File: config.mk
export PLATFORM = sky130hd
export DESIGN_NAME = crp_pixel
export DESIGN_NICKNAME = d
export VERILOG_FILES = /design/src/design/crp_pkg.sv /design/src/design/crp_pixel.sv
export SDC_FILE = /design/constraint.sdc
export NUM_CORES = 1
export LEC_CHECK = 0
export BUFFER_PORTS_ARGS = -buffer_cell sky130_fd_sc_hd__buf_2
export CORE_MARGIN = 4
export CORE_UTILIZATION = 59
export DETAILED_ROUTE_END_ITERATION = 8
export GPL_TIMING_DRIVEN = 0
export PLACE_DENSITY = 0.9
export SLEW_MARGIN = 25
export SYNTH_ARGS = -nofsm -noshare
export SYNTH_HDL_FRONTEND = slang
export SYNTH_SLANG_ARGS = --single-unit
File: constraint.sdc
create_clock -name core_clk -period 4.21 [get_ports core_clk]
set_input_delay 0.842 -clock core_clk [delete_from_list [all_inputs] [get_ports core_clk]]
set_output_delay 0.842 -clock core_clk [all_outputs]
set_load 0.005 [all_outputs]
File: src/design/crp_pkg.sv
/*
 crp_pkg: constants and carrier types for the cascaded RGB pixel receiver.
 Assumes a 125 MHz core clock; all counts are derived from times in ns.
*/
package crp_pkg;
    localparam int CLK_PERIOD_NS = 8;
    // bit sampling point between short (0.3 us) and long (0.6 us) high pulses
    localparam int SAMPLE_TIME_NS = 450;
    localparam int SAMPLE_CYCLES = (SAMPLE_TIME_NS + CLK_PERIOD_NS - 1) / CLK_PERIOD_NS;
    // reset interval: low for more than 80 us
    localparam int RESET_TIME_NS = 80000;
    localparam int RESET_CYCLES = (RESET_TIME_NS + CLK_PERIOD_NS - 1) / CLK_PERIOD_NS;
    // regenerated output symbol: 0 -> 0.3 us high, 1 -> 0.6 us high, 0.904 us period
    // kept at the shortest legal symbol so forwarding keeps up with a fast sender
    localparam int OUT_ZERO_HIGH_NS = 300;
    localparam int OUT_ONE_HIGH_NS = 600;
    localparam int OUT_SYMBOL_NS = 904;
    localparam int OUT_ZERO_CYCLES = OUT_ZERO_HIGH_NS / CLK_PERIOD_NS;
    localparam int OUT_ONE_CYCLES = OUT_ONE_HIGH_NS / CLK_PERIOD_NS;
    localparam int OUT_SYMBOL_CYCLES = OUT_SYMBOL_NS / CLK_PERIOD_NS;
    // pwm period 4 ms
    localparam int PWM_PERIOD_NS = 4000000;
    localparam int PWM_PERIOD_CYCLES = PWM_PERIOD_NS / CLK_PERIOD_NS;
    localparam int PIXEL_BITS = 24;
    localparam int CHAN_BITS = 8;
    localparam logic [23:0] COLOUR_RESET = 24'h000000;

    typedef struct packed {
        logic [7:0] green;
        logic [7:0] red;
        logic [7:0] blue;
    } crp_colour_type;

    typedef enum logic [1:0] {
        CRP_IDLE,
        CRP_HIGH,
        CRP_LOW
    } crp_rx_type;
endpackage

File: src/design/crp_pixel.sv
/*
 crp_pixel: receive-and-forward logic of one smart RGB pixel in a chain.
 Assumes serial inputs are asynchronous pins; single core clock at 125 MHz.
*/
// Operation
// - keep first 24 bits as own colour
// - forward later bits downstream
// - output low until forwarding begins
// - captured data frozen until reset interval
// - three pwm outputs, 4 ms period
// - low over 80 us latches colour
// - pwm duty unchanged until reset detected
// - after reset capture next 24 bits
// - bypass input takes over when primary silent
// - 256 levels per channel
// - forwarded bits regenerated from own timing
// - decode 800 kbit/s up to 1100 kHz
// - pwm outputs dark until first latch
// - return-to-zero symbols, high then low
`timescale 1ns/1ps
module crp_pixel #(
    parameter int RESET_COUNT = crp_pkg::RESET_CYCLES,
    parameter int PWM_COUNT = crp_pkg::PWM_PERIOD_CYCLES
) (
    input wire logic core_clk, // 125 MHz clock
    input wire logic nrst, // async reset, active low
    input wire logic serial_data_in, // serial line from upstream
    input wire logic bypass_data_in, // stream from two positions upstream
    output logic serial_data_out, // regenerated downstream line
    output logic red_pwm_out, // red channel pwm
    output logic green_pwm_out, // green channel pwm
    output logic blue_pwm_out // blue channel pwm
);
    logic rstMeta;
    logic rstSync;
    logic [1:0] dinSync;
    logic [1:0] bypSync;
    logic lineIn;
    logic linePrev;
    logic [$clog2(crp_pkg::RESET_CYCLES + 2)+1:0] lowCount;
    logic [$clog2(crp_pkg::RESET_CYCLES + 2)+1:0] dinIdle;
    logic useBypass;
    logic idleLong;
    logic [8:0] highCount;
    logic [4:0] bitCount;
    logic [23:0] shiftReg;
    logic captured;
    logic resetSeen;
    crp_pkg::crp_colour_type shown;
    logic lit;
    logic [31:0] pwmCount;
    logic bitValid;
    logic bitValue;
    logic lastOwnBit;
    logic next_red;
    logic next_green;
    logic next_blue;
    // two-entry buffer
    logic [1:0] slotBit;
    logic [1:0] slotFull;
    logic wrIdx;
    logic rdIdx;
    logic bufInValid;
    logic bufOutReady;
    logic bufPush;
    logic bufPop;
    logic bufInReady;
    logic bufOutValid;
    logic bufOutData;
    logic txBusy;
    logic txBit;
    logic [7:0] txCount;
    logic txTake;
    logic symbolEnd;
    logic next_serialOut;

    always_ff @(posedge core_clk or negedge nrst) begin
        if (!nrst) begin
            rstMeta <= 1'b0;
            rstSync <= 1'b0;
        end else begin
            rstMeta <= 1'b1;
            rstSync <= rstMeta;
        end
    end

    always_ff @(posedge core_clk or negedge rstSync) begin
        if (!rstSync) begin
            dinSync <= 2'h0;
            bypSync <= 2'h0;
        end else begin
            dinSync <= {dinSync[0], serial_data_in};
            bypSync <= {bypSync[0], bypass_data_in};
        end
    end

    // primary idle watch; bypass chosen while primary quiet past a reset interval
    assign idleLong = dinIdle >= ($bits(dinIdle))'(RESET_COUNT);

    always_ff @(posedge core_clk or negedge rstSync) begin
        if (!rstSync) begin
            dinIdle <= '0;
        end else if (dinSync[1]) begin
            dinIdle <= '0;
        end else if (!idleLong) begin
            dinIdle <= dinIdle + 1'b1;
        end
    end

    always_ff @(posedge core_clk or negedge rstSync) begin
        if (!rstSync) begin
            useBypass <= 1'b0;
        end else if (dinSync[1]) begin
            useBypass <= 1'b0;
        end else if (idleLong && bypSync[1]) begin
            useBypass <= 1'b1;
        end
    end

    assign lineIn = useBypass ? bypSync[1] : dinSync[1];

    always_ff @(posedge core_clk or negedge rstSync) begin
        if (!rstSync) begin
            linePrev <= 1'b0;
        end else begin
            linePrev <= lineIn;
        end
    end

    // high pulse width measured, bit decided at falling edge
    always_ff @(posedge core_clk or negedge rstSync) begin
        if (!rstSync) begin
            highCount <= '0;
        end else if (lineIn && !linePrev) begin
            highCount <= 9'h001;
        end else if (lineIn && highCount != 9'h1FF) begin
            highCount <= highCount + 9'h001;
        end
    end

    assign bitValid = !lineIn && linePrev;
    assign bitValue = highCount >= 9'(crp_pkg::SAMPLE_CYCLES);

    always_ff @(posedge core_clk or negedge rstSync) begin
        if (!rstSync) begin
            lowCount <= '0;
        end else if (lineIn) begin
            lowCount <= '0;
        end else if (lowCount <= ($bits(lowCount))'(RESET_COUNT)) begin
            lowCount <= lowCount + 1'b1;
        end
    end

    // one pulse when the low stretch passes the reset length
    assign resetSeen = !lineIn && lowCount == ($bits(lowCount))'(RESET_COUNT);

    // own bits captured, msb first, green red blue
    assign lastOwnBit = bitCount == 5'(crp_pkg::PIXEL_BITS - 1);

    always_ff @(posedge core_clk or negedge rstSync) begin
        if (!rstSync) begin
            shiftReg <= crp_pkg::COLOUR_RESET;
        end else if (bitValid && !captured && !resetSeen) begin
            shiftReg <= {shiftReg[22:0], bitValue};
        end
    end

    always_ff @(posedge core_clk or negedge rstSync) begin
        if (!rstSync) begin
            bitCount <= '0;
        end else if (resetSeen) begin
            bitCount <= '0;
        end else if (bitValid && !captured) begin
            if (lastOwnBit) begin
                bitCount <= '0;
            end else begin
                bitCount <= bitCount + 5'h01;
            end
        end
    end

    always_ff @(posedge core_clk or negedge rstSync) begin
        if (!rstSync) begin
            captured <= 1'b0;
        end else if (resetSeen) begin
            captured <= 1'b0;
        end else if (bitValid && !captured && lastOwnBit) begin
            captured <= 1'b1;
        end
    end

    always_ff @(posedge core_clk or negedge rstSync) begin
        if (!rstSync) begin
            shown <= crp_pkg::COLOUR_RESET;
            lit <= 1'b0;
        end else if (resetSeen && captured) begin
            shown <= shiftReg;
            lit <= 1'b1;
        end
    end

    // pwm counter, 256 levels per channel over the 4 ms period
    always_ff @(posedge core_clk or negedge rstSync) begin
        if (!rstSync) begin
            pwmCount <= '0;
        end else if (pwmCount == 32'(PWM_COUNT - 1)) begin
            pwmCount <= '0;
        end else begin
            pwmCount <= pwmCount + 32'h00000001;
        end
    end

    function automatic logic pwm_on(input logic [7:0] level, input logic [31:0] count);
        logic [39:0] limit;
        limit = 40'(level) * 40'(PWM_COUNT);
        pwm_on = {count, 8'h00} < limit;
    endfunction

    // channels dark until the first latch
    always_comb begin
        next_red = 1'b0;
        next_green = 1'b0;
        next_blue = 1'b0;
        if (lit) begin
            next_red = pwm_on(shown.red, pwmCount);
            next_green = pwm_on(shown.green, pwmCount);
            next_blue = pwm_on(shown.blue, pwmCount);
        end
    end

    always_ff @(posedge core_clk or negedge rstSync) begin
        if (!rstSync) begin
            red_pwm_out <= 1'b0;
            green_pwm_out <= 1'b0;
            blue_pwm_out <= 1'b0;
        end else begin
            red_pwm_out <= next_red;
            green_pwm_out <= next_green;
            blue_pwm_out <= next_blue;
        end
    end

    // forwarded bits queue, two slots; the transmitter runs back to back at the
    // shortest legal symbol, so a sender at the top rate cannot outrun it
    assign bufInValid = bitValid && captured;
    assign bufOutReady = !txBusy || symbolEnd;
    assign bufInReady = !slotFull[wrIdx];
    assign bufOutValid = slotFull[rdIdx];
    assign bufOutData = slotBit[rdIdx];
    assign bufPush = bufInValid && bufInReady;
    assign bufPop = bufOutValid && bufOutReady;
    assign txTake = bufPop;

    always_ff @(posedge core_clk or negedge rstSync) begin
        if (!rstSync) begin
            slotBit <= 2'h0;
        end else if (bufPush) begin
            slotBit[wrIdx] <= bitValue;
        end
    end

    // push needs an empty slot and pop a full one, so they never meet
    always_ff @(posedge core_clk or negedge rstSync) begin
        if (!rstSync) begin
            slotFull <= 2'h0;
        end else begin
            for (int i = 0; i < 2; i++) begin
                if (bufPush && wrIdx == 1'(i)) begin
                    slotFull[i] <= 1'b1;
                end else if (bufPop && rdIdx == 1'(i)) begin
                    slotFull[i] <= 1'b0;
                end
            end
        end
    end

    always_ff @(posedge core_clk or negedge rstSync) begin
        if (!rstSync) begin
            wrIdx <= 1'b0;
        end else if (bufPush) begin
            wrIdx <= !wrIdx;
        end
    end

    always_ff @(posedge core_clk or negedge rstSync) begin
        if (!rstSync) begin
            rdIdx <= 1'b0;
        end else if (bufPop) begin
            rdIdx <= !rdIdx;
        end
    end

    assign symbolEnd = txCount == 8'(crp_pkg::OUT_SYMBOL_CYCLES - 1);

    // regenerated symbol: fixed high and low times from own clock
    always_ff @(posedge core_clk or negedge rstSync) begin
        if (!rstSync) begin
            txBusy <= 1'b0;
        end else if (txTake) begin
            txBusy <= 1'b1;
        end else if (symbolEnd) begin
            txBusy <= 1'b0;
        end
    end

    always_ff @(posedge core_clk or negedge rstSync) begin
        if (!rstSync) begin
            txCount <= '0;
        end else if (txTake) begin
            txCount <= '0;
        end else if (txBusy) begin
            txCount <= txCount + 8'h01;
        end
    end

    always_ff @(posedge core_clk or negedge rstSync) begin
        if (!rstSync) begin
            txBit <= 1'b0;
        end else if (txTake) begin
            txBit <= bufOutData;
        end
    end

    always_comb begin
        next_serialOut = 1'b0;
        if (txBusy && !symbolEnd) begin
            if (txBit) begin
                next_serialOut = txCount < 8'(crp_pkg::OUT_ONE_CYCLES - 1);
            end else begin
                next_serialOut = txCount < 8'(crp_pkg::OUT_ZERO_CYCLES - 1);
            end
        end
    end

    always_ff @(posedge core_clk or negedge rstSync) begin
        if (!rstSync) begin
            serial_data_out <= 1'b0;
        end else begin
            serial_data_out <= next_serialOut;
        end
    end
endmodule // crp_pixel

==> reports/metrics.csv, run 1 <==
stage,metric,value,unit
detailed_routing,Routed WL per cell,19.0,um
pwr,Worst VDD drop,327,uV
floorplanning,initial core utilization,0.604,
finish,"most common cell after layout, fill and taps aside",ha_1,
clock_tree,Longest Clk Path Bufs,2,
setup_path,CP max stage cell,fa_1,
setup_path,WP data arrival,5110,ps
detailed_routing,DRT Pass-1 Iters,6,
setup_path,"Cell Chain, Critical Path",fa_1 -> ha_1 -> inv_2 -> fa_1 -> fa_1 -> inv_2 -> ha_4 -> a21o_1 -> a31oi_4 -> buf_4 -> buf_4 -> nand2_1 -> a21oi_1 -> o21ai_0 -> nor3_1 -> ha_1 -> nand4_1 -> a31oi_2 -> a2111oi_4,
global_routing,grt total ovfl,0,
timing,fmax,209,MHz
outcome,status,finished with violations,
finish,Reg area,3940,um2
place,GP Congestion,0.874,
clock_tree,CTS Root Cell,clkbuf_16,
floorplanning,Die H,158,um
detailed_routing,routed wire length,31700,um
detailed_routing,post-DR vias/cell,6.15,
global_routing,vias in the first global route,11040,
setup_path,"Req. time, crit path",4540,ps
place,post-detail-place hpwl,20800,um
finish,antenna cells,0,
timing,setup ws final,-567,ps
synth,Async SR Flop Fraction,1.00,
timing,minimum clock period,4780,ps
timing,"Slew Viols, Final",0,
finish,multi-input logic area,9080,um2
clock_tree,H-tree levels,4,
global_routing,pin count of the biggest net entering global routing,56,
synth,syn nets,1598,
finish,Util after Layout,0.685,
timing,RSZ-0062 raised after global routing,yes,
synth,Yosys top cell area share,0.294,
synth,Post-synth EDFFs,0,
clock_tree,Skew-Pair Late Insertion Delay,450,ps
finish,area delta synth->final,13.4,%
setup_path,"most used cell, CP",fa_1,
timing,count of final hold-check violations,0,
timing,Rel. slew slack,0.505,
pwr,LEAKAGE,0.00789,uW
timing,Setup-failing EPs final,3,
synth,Synth cell types,84,
timing,Setup Skew,15.6,ps
synth,fraction of synthesized cell area in xor and xnor cells,0.0665,
finish,final instance area,15100,um2
synth,Adder-Cell Fraction of Synth Area,0.296,
pwr,PwrDens,219,nW/um2
flow_run,maxcap violations,0,
floorplanning,Die Span X,158,um
clock_tree,# clock sinks,156,
place,dpl ws,-1350,ps
clock_tree,CTS tree,done,
detailed_routing,DRT iter0 DRCs,647,
timing,Worst-Margin Slew,735,ps
finish,Nets,1667,
detailed_routing,drt drc,0,
global_routing,GR Util All Layers,0.262,
floorplanning,die area,25000,um2
synth,largest family of logic cells by synthesized area,adder cells,
synth,mux contribution to synthesized area,0.0532,
synth,top_reg_cell synth,dfrtp_1,
pwr,total power,3300,uW
setup_path,max incr delay on CP,540,ps
clock_tree,clk slew on worst S/H paths,80,ps
detailed_routing,DR vias,10282,
place,Area after DPL,13800,um2
setup_path,Crit. End Element,register,
synth,yosys warns,0,
place,PortBufs,7,
finish,most frequent cells in the layout,"ha_1 (221), inv_1 (148), dfrtp_1 (131)",
setup_path,crit path max fanout,5,
detailed_routing,Final ANT Viol Nets,0,
clock_tree,Post-CTS Hold Fix Bufs,0,
finish,fraction of layout cells with a size suffix above 1,0.174,
synth,post-synthesis compound-gate area fraction,0.107,
global_routing,initial antenna violation count,0,
setup_path,critical path type,reg -> reg,
synth,syn avg cell area,10.2,um2
floorplanning,Rows,54,
synth,simple-gate area share of the yosys netlist,0.133,
synth,post-synthesis sequential area ratio,0.294,
clock_tree,total CTS buffers,17,
outcome,failing checks,setup timing,
synth,synthesized cell area,13300,um2
floorplanning,IO Pins,8,
finish,# fillers,1479,
synth,#FFs+latches synth,156,
global_routing,first-pass GRT wire length,52700,um
timing,final period utilization,1.13,
timing,hold slack final,161,ps
worst_hold_path,worst hold path type,in -> async,
setup_path,Worst Setup Start Kind,register,
floorplanning,core area,22000,um2
synth,"top cells by area, synth","dfrtp_1 (29%), ha_1 (22%), fa_1 (7.7%)",
synth,Mapped Cells,1310,
synth,Synth area leader,dfrtp_1,
==> cell families (layout without fill, tap and decap cells) <==
group	after synthesis	in the layout
AND/OR/NAND/NOR	328	328
adder cells (fa/ha/maj)	284	284
AO/OA/AOI/OAI	213	213
buffers and inverters	170	252
flip-flops	156	156
XOR/XNOR	101	101
multiplexers	57	57
other	1	1
==> flip-flops by register name, summed over array words and instances (netlist names), 2 cells and up <==
signal	flops
bitCount	5
pwmCount	32
shiftReg	24
slotBit	2
shown	24
dinSync	2
slotFull	2
dinIdle	16
bypSync	2
txCount	8
lowCount	16
highCount	9
==> metrics by stage <==
| stage | setup TNS, ps | std cells |
|---|---|---|
| 2_1_floorplan | -570 | 1310 |
| 3_3_place_gp | -2340 | 1597 |
| 3_5_place_dp | -2520 | 1599 |
| 4_1_cts | -1020 | 1672 |
| 5_1_grt | -1780 | 1672 |
| 6_report | -1260 | 1672 |
==> power breakdown <==
group | internal [uW] | switching [uW]
sequential | 1520 | 35.6
clock | 823 | 810
combinational | 40.1 | 70.2
total | 2380 | 916
==> area by class of cell <==
class | count | share of cell area
Buffer | 13 | 0.00547
Clock buffer | 17 | 0.0282
Clock inverter | 15 | 0.0142
Inverter | 155 | 0.0386
Multi-Input combinational cell | 984 | 0.602
Sequential cell | 156 | 0.261
Tap cell | 280 | 0.0232
Timing Repair Buffer | 52 | 0.0274
==> path summary, 6_finish.rpt <==
path	start	endpoint	slack (ps)	cells after the start
min	nrst	rstSync$_DFF_PN0_	160	1
max reg2reg	shown[10]$_DFFE_PN0P_	red_pwm_out$_DFF_PN0_	-570	19
min reg2reg	rstMeta$_DFF_PN0_	rstSync$_DFF_PN0_	350	0
max in group asynchronous	rstSync$_DFF_PN0_	shown[16]$_DFFE_PN0P_	3110	1
min in group core_clk	rstMeta$_DFF_PN0_	rstSync$_DFF_PN0_	350	0
max	shown[10]$_DFFE_PN0P_	red_pwm_out$_DFF_PN0_	-570	19
==> critical path: cells and delay by family (launching register included) <==
family,cells,cell delay [ps]
DFF,1,450
AOI/OAI and AO/OA,6,1030
buffers and inverters,4,320
and+or+nand+nor,3,470
adders and majority gates,6,2400
==> cell usage after synthesis, drive strengths merged (44+ instances only) <==
master	n
xor2	49
a21oi	59
dfrtp	156
fa	51
o21ai	44
nor2	86
ha	233
mux2	50
nand2	66
inv	154
xnor2	52
==> timing repair <==
action | in CTS | in global routing
setup buffers | 43 | 0
pin swaps | 41 | 14
resized for setup | 54 | 14
setup endpoints to repair | 3 | 3
==> metal layers <==
metal / global-route usage / up-vias / share of wire
li1: - / 4738 / -
met1: 0.298 / 5052 / 0.38
met2: 0.467 / 348 / 0.52
met3: 0.0492 / 144 / 0.048
met4: 0.139 / 0 / 0.052
met5: 0 / - / 0
No activity file was read; power rests on OpenSTA's default activity.
==> inputs of run 2 (changes only) <==
CORE_UTILIZATION = 66   (was 59)
PLACE_DENSITY = 0.94   (was 0.9)
clock period = 5.46 ns   (was 4.21 ns; I/O delays follow)
==> run 2 against run 1 <==
The flow now finishes without violations. First-iteration DRC count is 4.5% higher. Wire length down 3.7%. Via count shrank 1.4%. Sequential share of layout area up 1.1 points. Count of clock-buffer cells in the layout unchanged. Sequential cell count stayed put. Core utilization up 4.7 points.
==> reports/metrics.csv, run 2 (synthesized netlist as in run 1, its figures left out) <==
stage,metric,value,unit,change
outcome,status,finished clean,,
detailed_routing,DR vias,10143,,-1.4%
setup_path,CP max stage cell,fa_1,,
timing,fmax,190,MHz,-9.4%
clock_tree,Skew-Pair Late Insertion Delay,440,ps,about the same
setup_path,"Req. time, crit path",5750,ps,+1210 ps
pwr,Worst VDD drop,184,uV,-44%
finish,"most common cell after layout, fill and taps aside",ha_1,,
pwr,PwrDens,176,nW/um2,-19%
timing,Worst-Margin Slew,823,ps,+88.4 ps
global_routing,grt total ovfl,0,,unchanged
place,GP Congestion,0.892,,+2.1%
pwr,internal cell power,1870,uW,-22%
floorplanning,die area,22500,um2,-10%
timing,Setup-failing EPs final,0,,-3
clock_tree,total CTS buffers,17,,unchanged
setup_path,crit path max fanout,6,,+1
clock_tree,CTS Root Cell,clkbuf_16,,
setup_path,Reg2Reg Depth,15,,-4
global_routing,pin count of the biggest net entering global routing,56,,unchanged
timing,post-route setup TNS,0,ps,+1260 ps
finish,multi-input logic area,8750,um2,-3.6%
place,PortBufs,7,,unchanged
finish,area delta synth->final,8.18,%,
pwr,Switching Share,0.264,,-0.0134
floorplanning,Die H,150,um,-5.2%
finish,Reg area,3910,um2,-0.67%
floorplanning,IO Pins,8,,unchanged
worst_hold_path,worst hold path type,reg -> reg,,
pwr,clock share of power,0.492,,-0.003
global_routing,vias in the first global route,10691,,-3.2%
clock_tree,CTS tree,done,,
timing,setup ws final,186,ps,+753 ps
global_routing,GR Util All Layers,0.286,,+0.0234
finish,# fillers,1229,,-17%
setup_path,Crit. End Element,register,,
place,dpl ws,-301,ps,+1050 ps
pwr,Sequential Power Share,0.473,,about the same
detailed_routing,DRT iter0 DRCs,676,,+4.5%
global_routing,first-pass GRT wire length,51500,um,-2.3%
detailed_routing,drt drc,0,,unchanged
timing,Rel. slew slack,0.446,,-0.0591
flow_run,maxcap violations,0,,unchanged
pwr,Comb pwr share,0.035,,+0.002
place,post-detail-place hpwl,21300,um,+2.5%
detailed_routing,routed wire length,30600,um,-3.7%
finish,antenna cells,0,,unchanged
timing,RSZ-0062 raised after global routing,no,,
finish,Nets,1628,,-2.3%
setup_path,WP data arrival,5570,ps,+460 ps
timing,final period utilization,0.966,,-0.169
finish,fraction of layout cells with a size suffix above 1,0.0998,,-0.0741
floorplanning,initial core utilization,0.677,,+0.0729
floorplanning,core area,19700,um2,-11%
finish,Reg with most FFs,pwmCount,,
clock_tree,clk slew on worst S/H paths,80,ps,about the same
clock_tree,Longest Clk Path Bufs,2,,unchanged
finish,most frequent cells in the layout,"ha_1 (232), inv_1 (154), dfrtp_1 (152)",,
pwr,LEAKAGE,0.00769,uW,-2.6%
timing,Setup Skew,15.9,ps,+0.280 ps
timing,minimum clock period,5270,ps,+497 ps
detailed_routing,Routed WL per cell,18.9,um,-0.49%
setup_path,Worst Setup Start Kind,register,,
worst_hold_path,WHS Path Cells,0,,
finish,max reg flops,32,,unchanged
timing,"Slew Viols, Final",0,,unchanged
detailed_routing,Final ANT Viol Nets,0,,unchanged
global_routing,initial antenna violation count,0,,unchanged
setup_path,critical path type,reg -> reg,,
clock_tree,H-tree levels,4,,unchanged
detailed_routing,DRT Pass-1 Iters,8,,+2
clock_tree,# clock sinks,156,,unchanged
detailed_routing,post-DR vias/cell,6.27,,+1.9%
timing,count of final hold-check violations,0,,unchanged
finish,biggest registers after layout,"pwmCount x32, shiftReg x24, shown x24",,
pwr,sw power,670,uW,-27%
setup_path,max incr delay on CP,560,ps,+20 ps
floorplanning,Die Span X,150,um,-5.2%
setup_path,"Cell Chain, Critical Path",fa_1 -> ha_1 -> inv_1 -> fa_1 -> fa_1 -> inv_1 -> ha_2 -> inv_1 -> a221oi_1 -> nor2_1 -> o31ai_1 -> xnor2_1 -> ha_1 -> a21o_1 -> a2111oi_2,,
floorplanning,Rows,51,,-5.6%
-- run 2: area by class of cell --
type                       count  share of cell area
buffer                        15             0.00626
clock buffer                  17              0.0296
multi-input combinational    984               0.608
sequential                   156               0.272
clock inverter                15              0.0135
timing repair buffer          11             0.00730
tap                          265              0.0230
inverter                     155              0.0404
-- run 2: power by group through the flow --
stage / Clock, uW / Sequential, uW / Combinational, uW
CTS: 1260 / 1200 / 88.4
global placement: 0 / 1230 / 58.8
global route: 1310 / 1200 / 99.1
detailed placement: 0 / 1220 / 84.1
floorplan: 0 / 1230 / 49.1
finish: 1250 / 1200 / 87.7
-- run 2: final timing paths --
| path | end | startpoint | slack (ps) |
|---|---|---|---|
| worst max-delay path | red_pwm_out$_DFF_PN0_ | shown[11]$_DFFE_PN0P_ | 190 |
| worst min register to register | rstSync$_DFF_PN0_ | rstMeta$_DFF_PN0_ | 360 |
| worst min-delay path | rstSync$_DFF_PN0_ | rstMeta$_DFF_PN0_ | 360 |
| worst max register to register | red_pwm_out$_DFF_PN0_ | shown[11]$_DFFE_PN0P_ | 190 |
| min in group asynchronous | lowCount[9]$_DFFE_PN0P_ | rstSync$_DFF_PN0_ | 370 |
| max in group asynchronous | shiftReg[22]$_DFFE_PN0P_ | rstSync$_DFF_PN0_ | 4370 |
-- run 2: critical path: cells and delay by family (launching register included) --
family	cells	cell delay, ps
xor+xnor	1	250
simple gates	1	160
buf+inv	3	170
flops	1	470
fa+ha+maj	6	2630
compound gates	4	1430
-- run 2: what timing repair did --
action,CTS,global route
cloned,0,0
hold buffers,0,0
buffers inserted,0,2
pin swaps,1,3
resized for setup,6,3
endpoints found under the setup margin,1,1
-- run 2: per-stage QoR --
step	cell area, um2	std cells	hold slack [ps]	utilization	total power (uW)
after floorplan	13300	1310	331	-	1270
after global placement	13700	1582	338	0.695	1290
after detailed placement	13700	1584	342	0.698	1310
after CTS	14400	1616	359	0.731	2550
after global routing	14400	1618	360	0.732	2610
final	14400	1618	356	0.732	2540
-- run 2: routing by layer --
layer	wire length (um)	GRT usage	share of wire
met5	0	0	0
met1	12000	0.331	0.39
met2	15900	0.516	0.52
met3	1500	0.0500	0.049
met4	1210	0.128	0.040
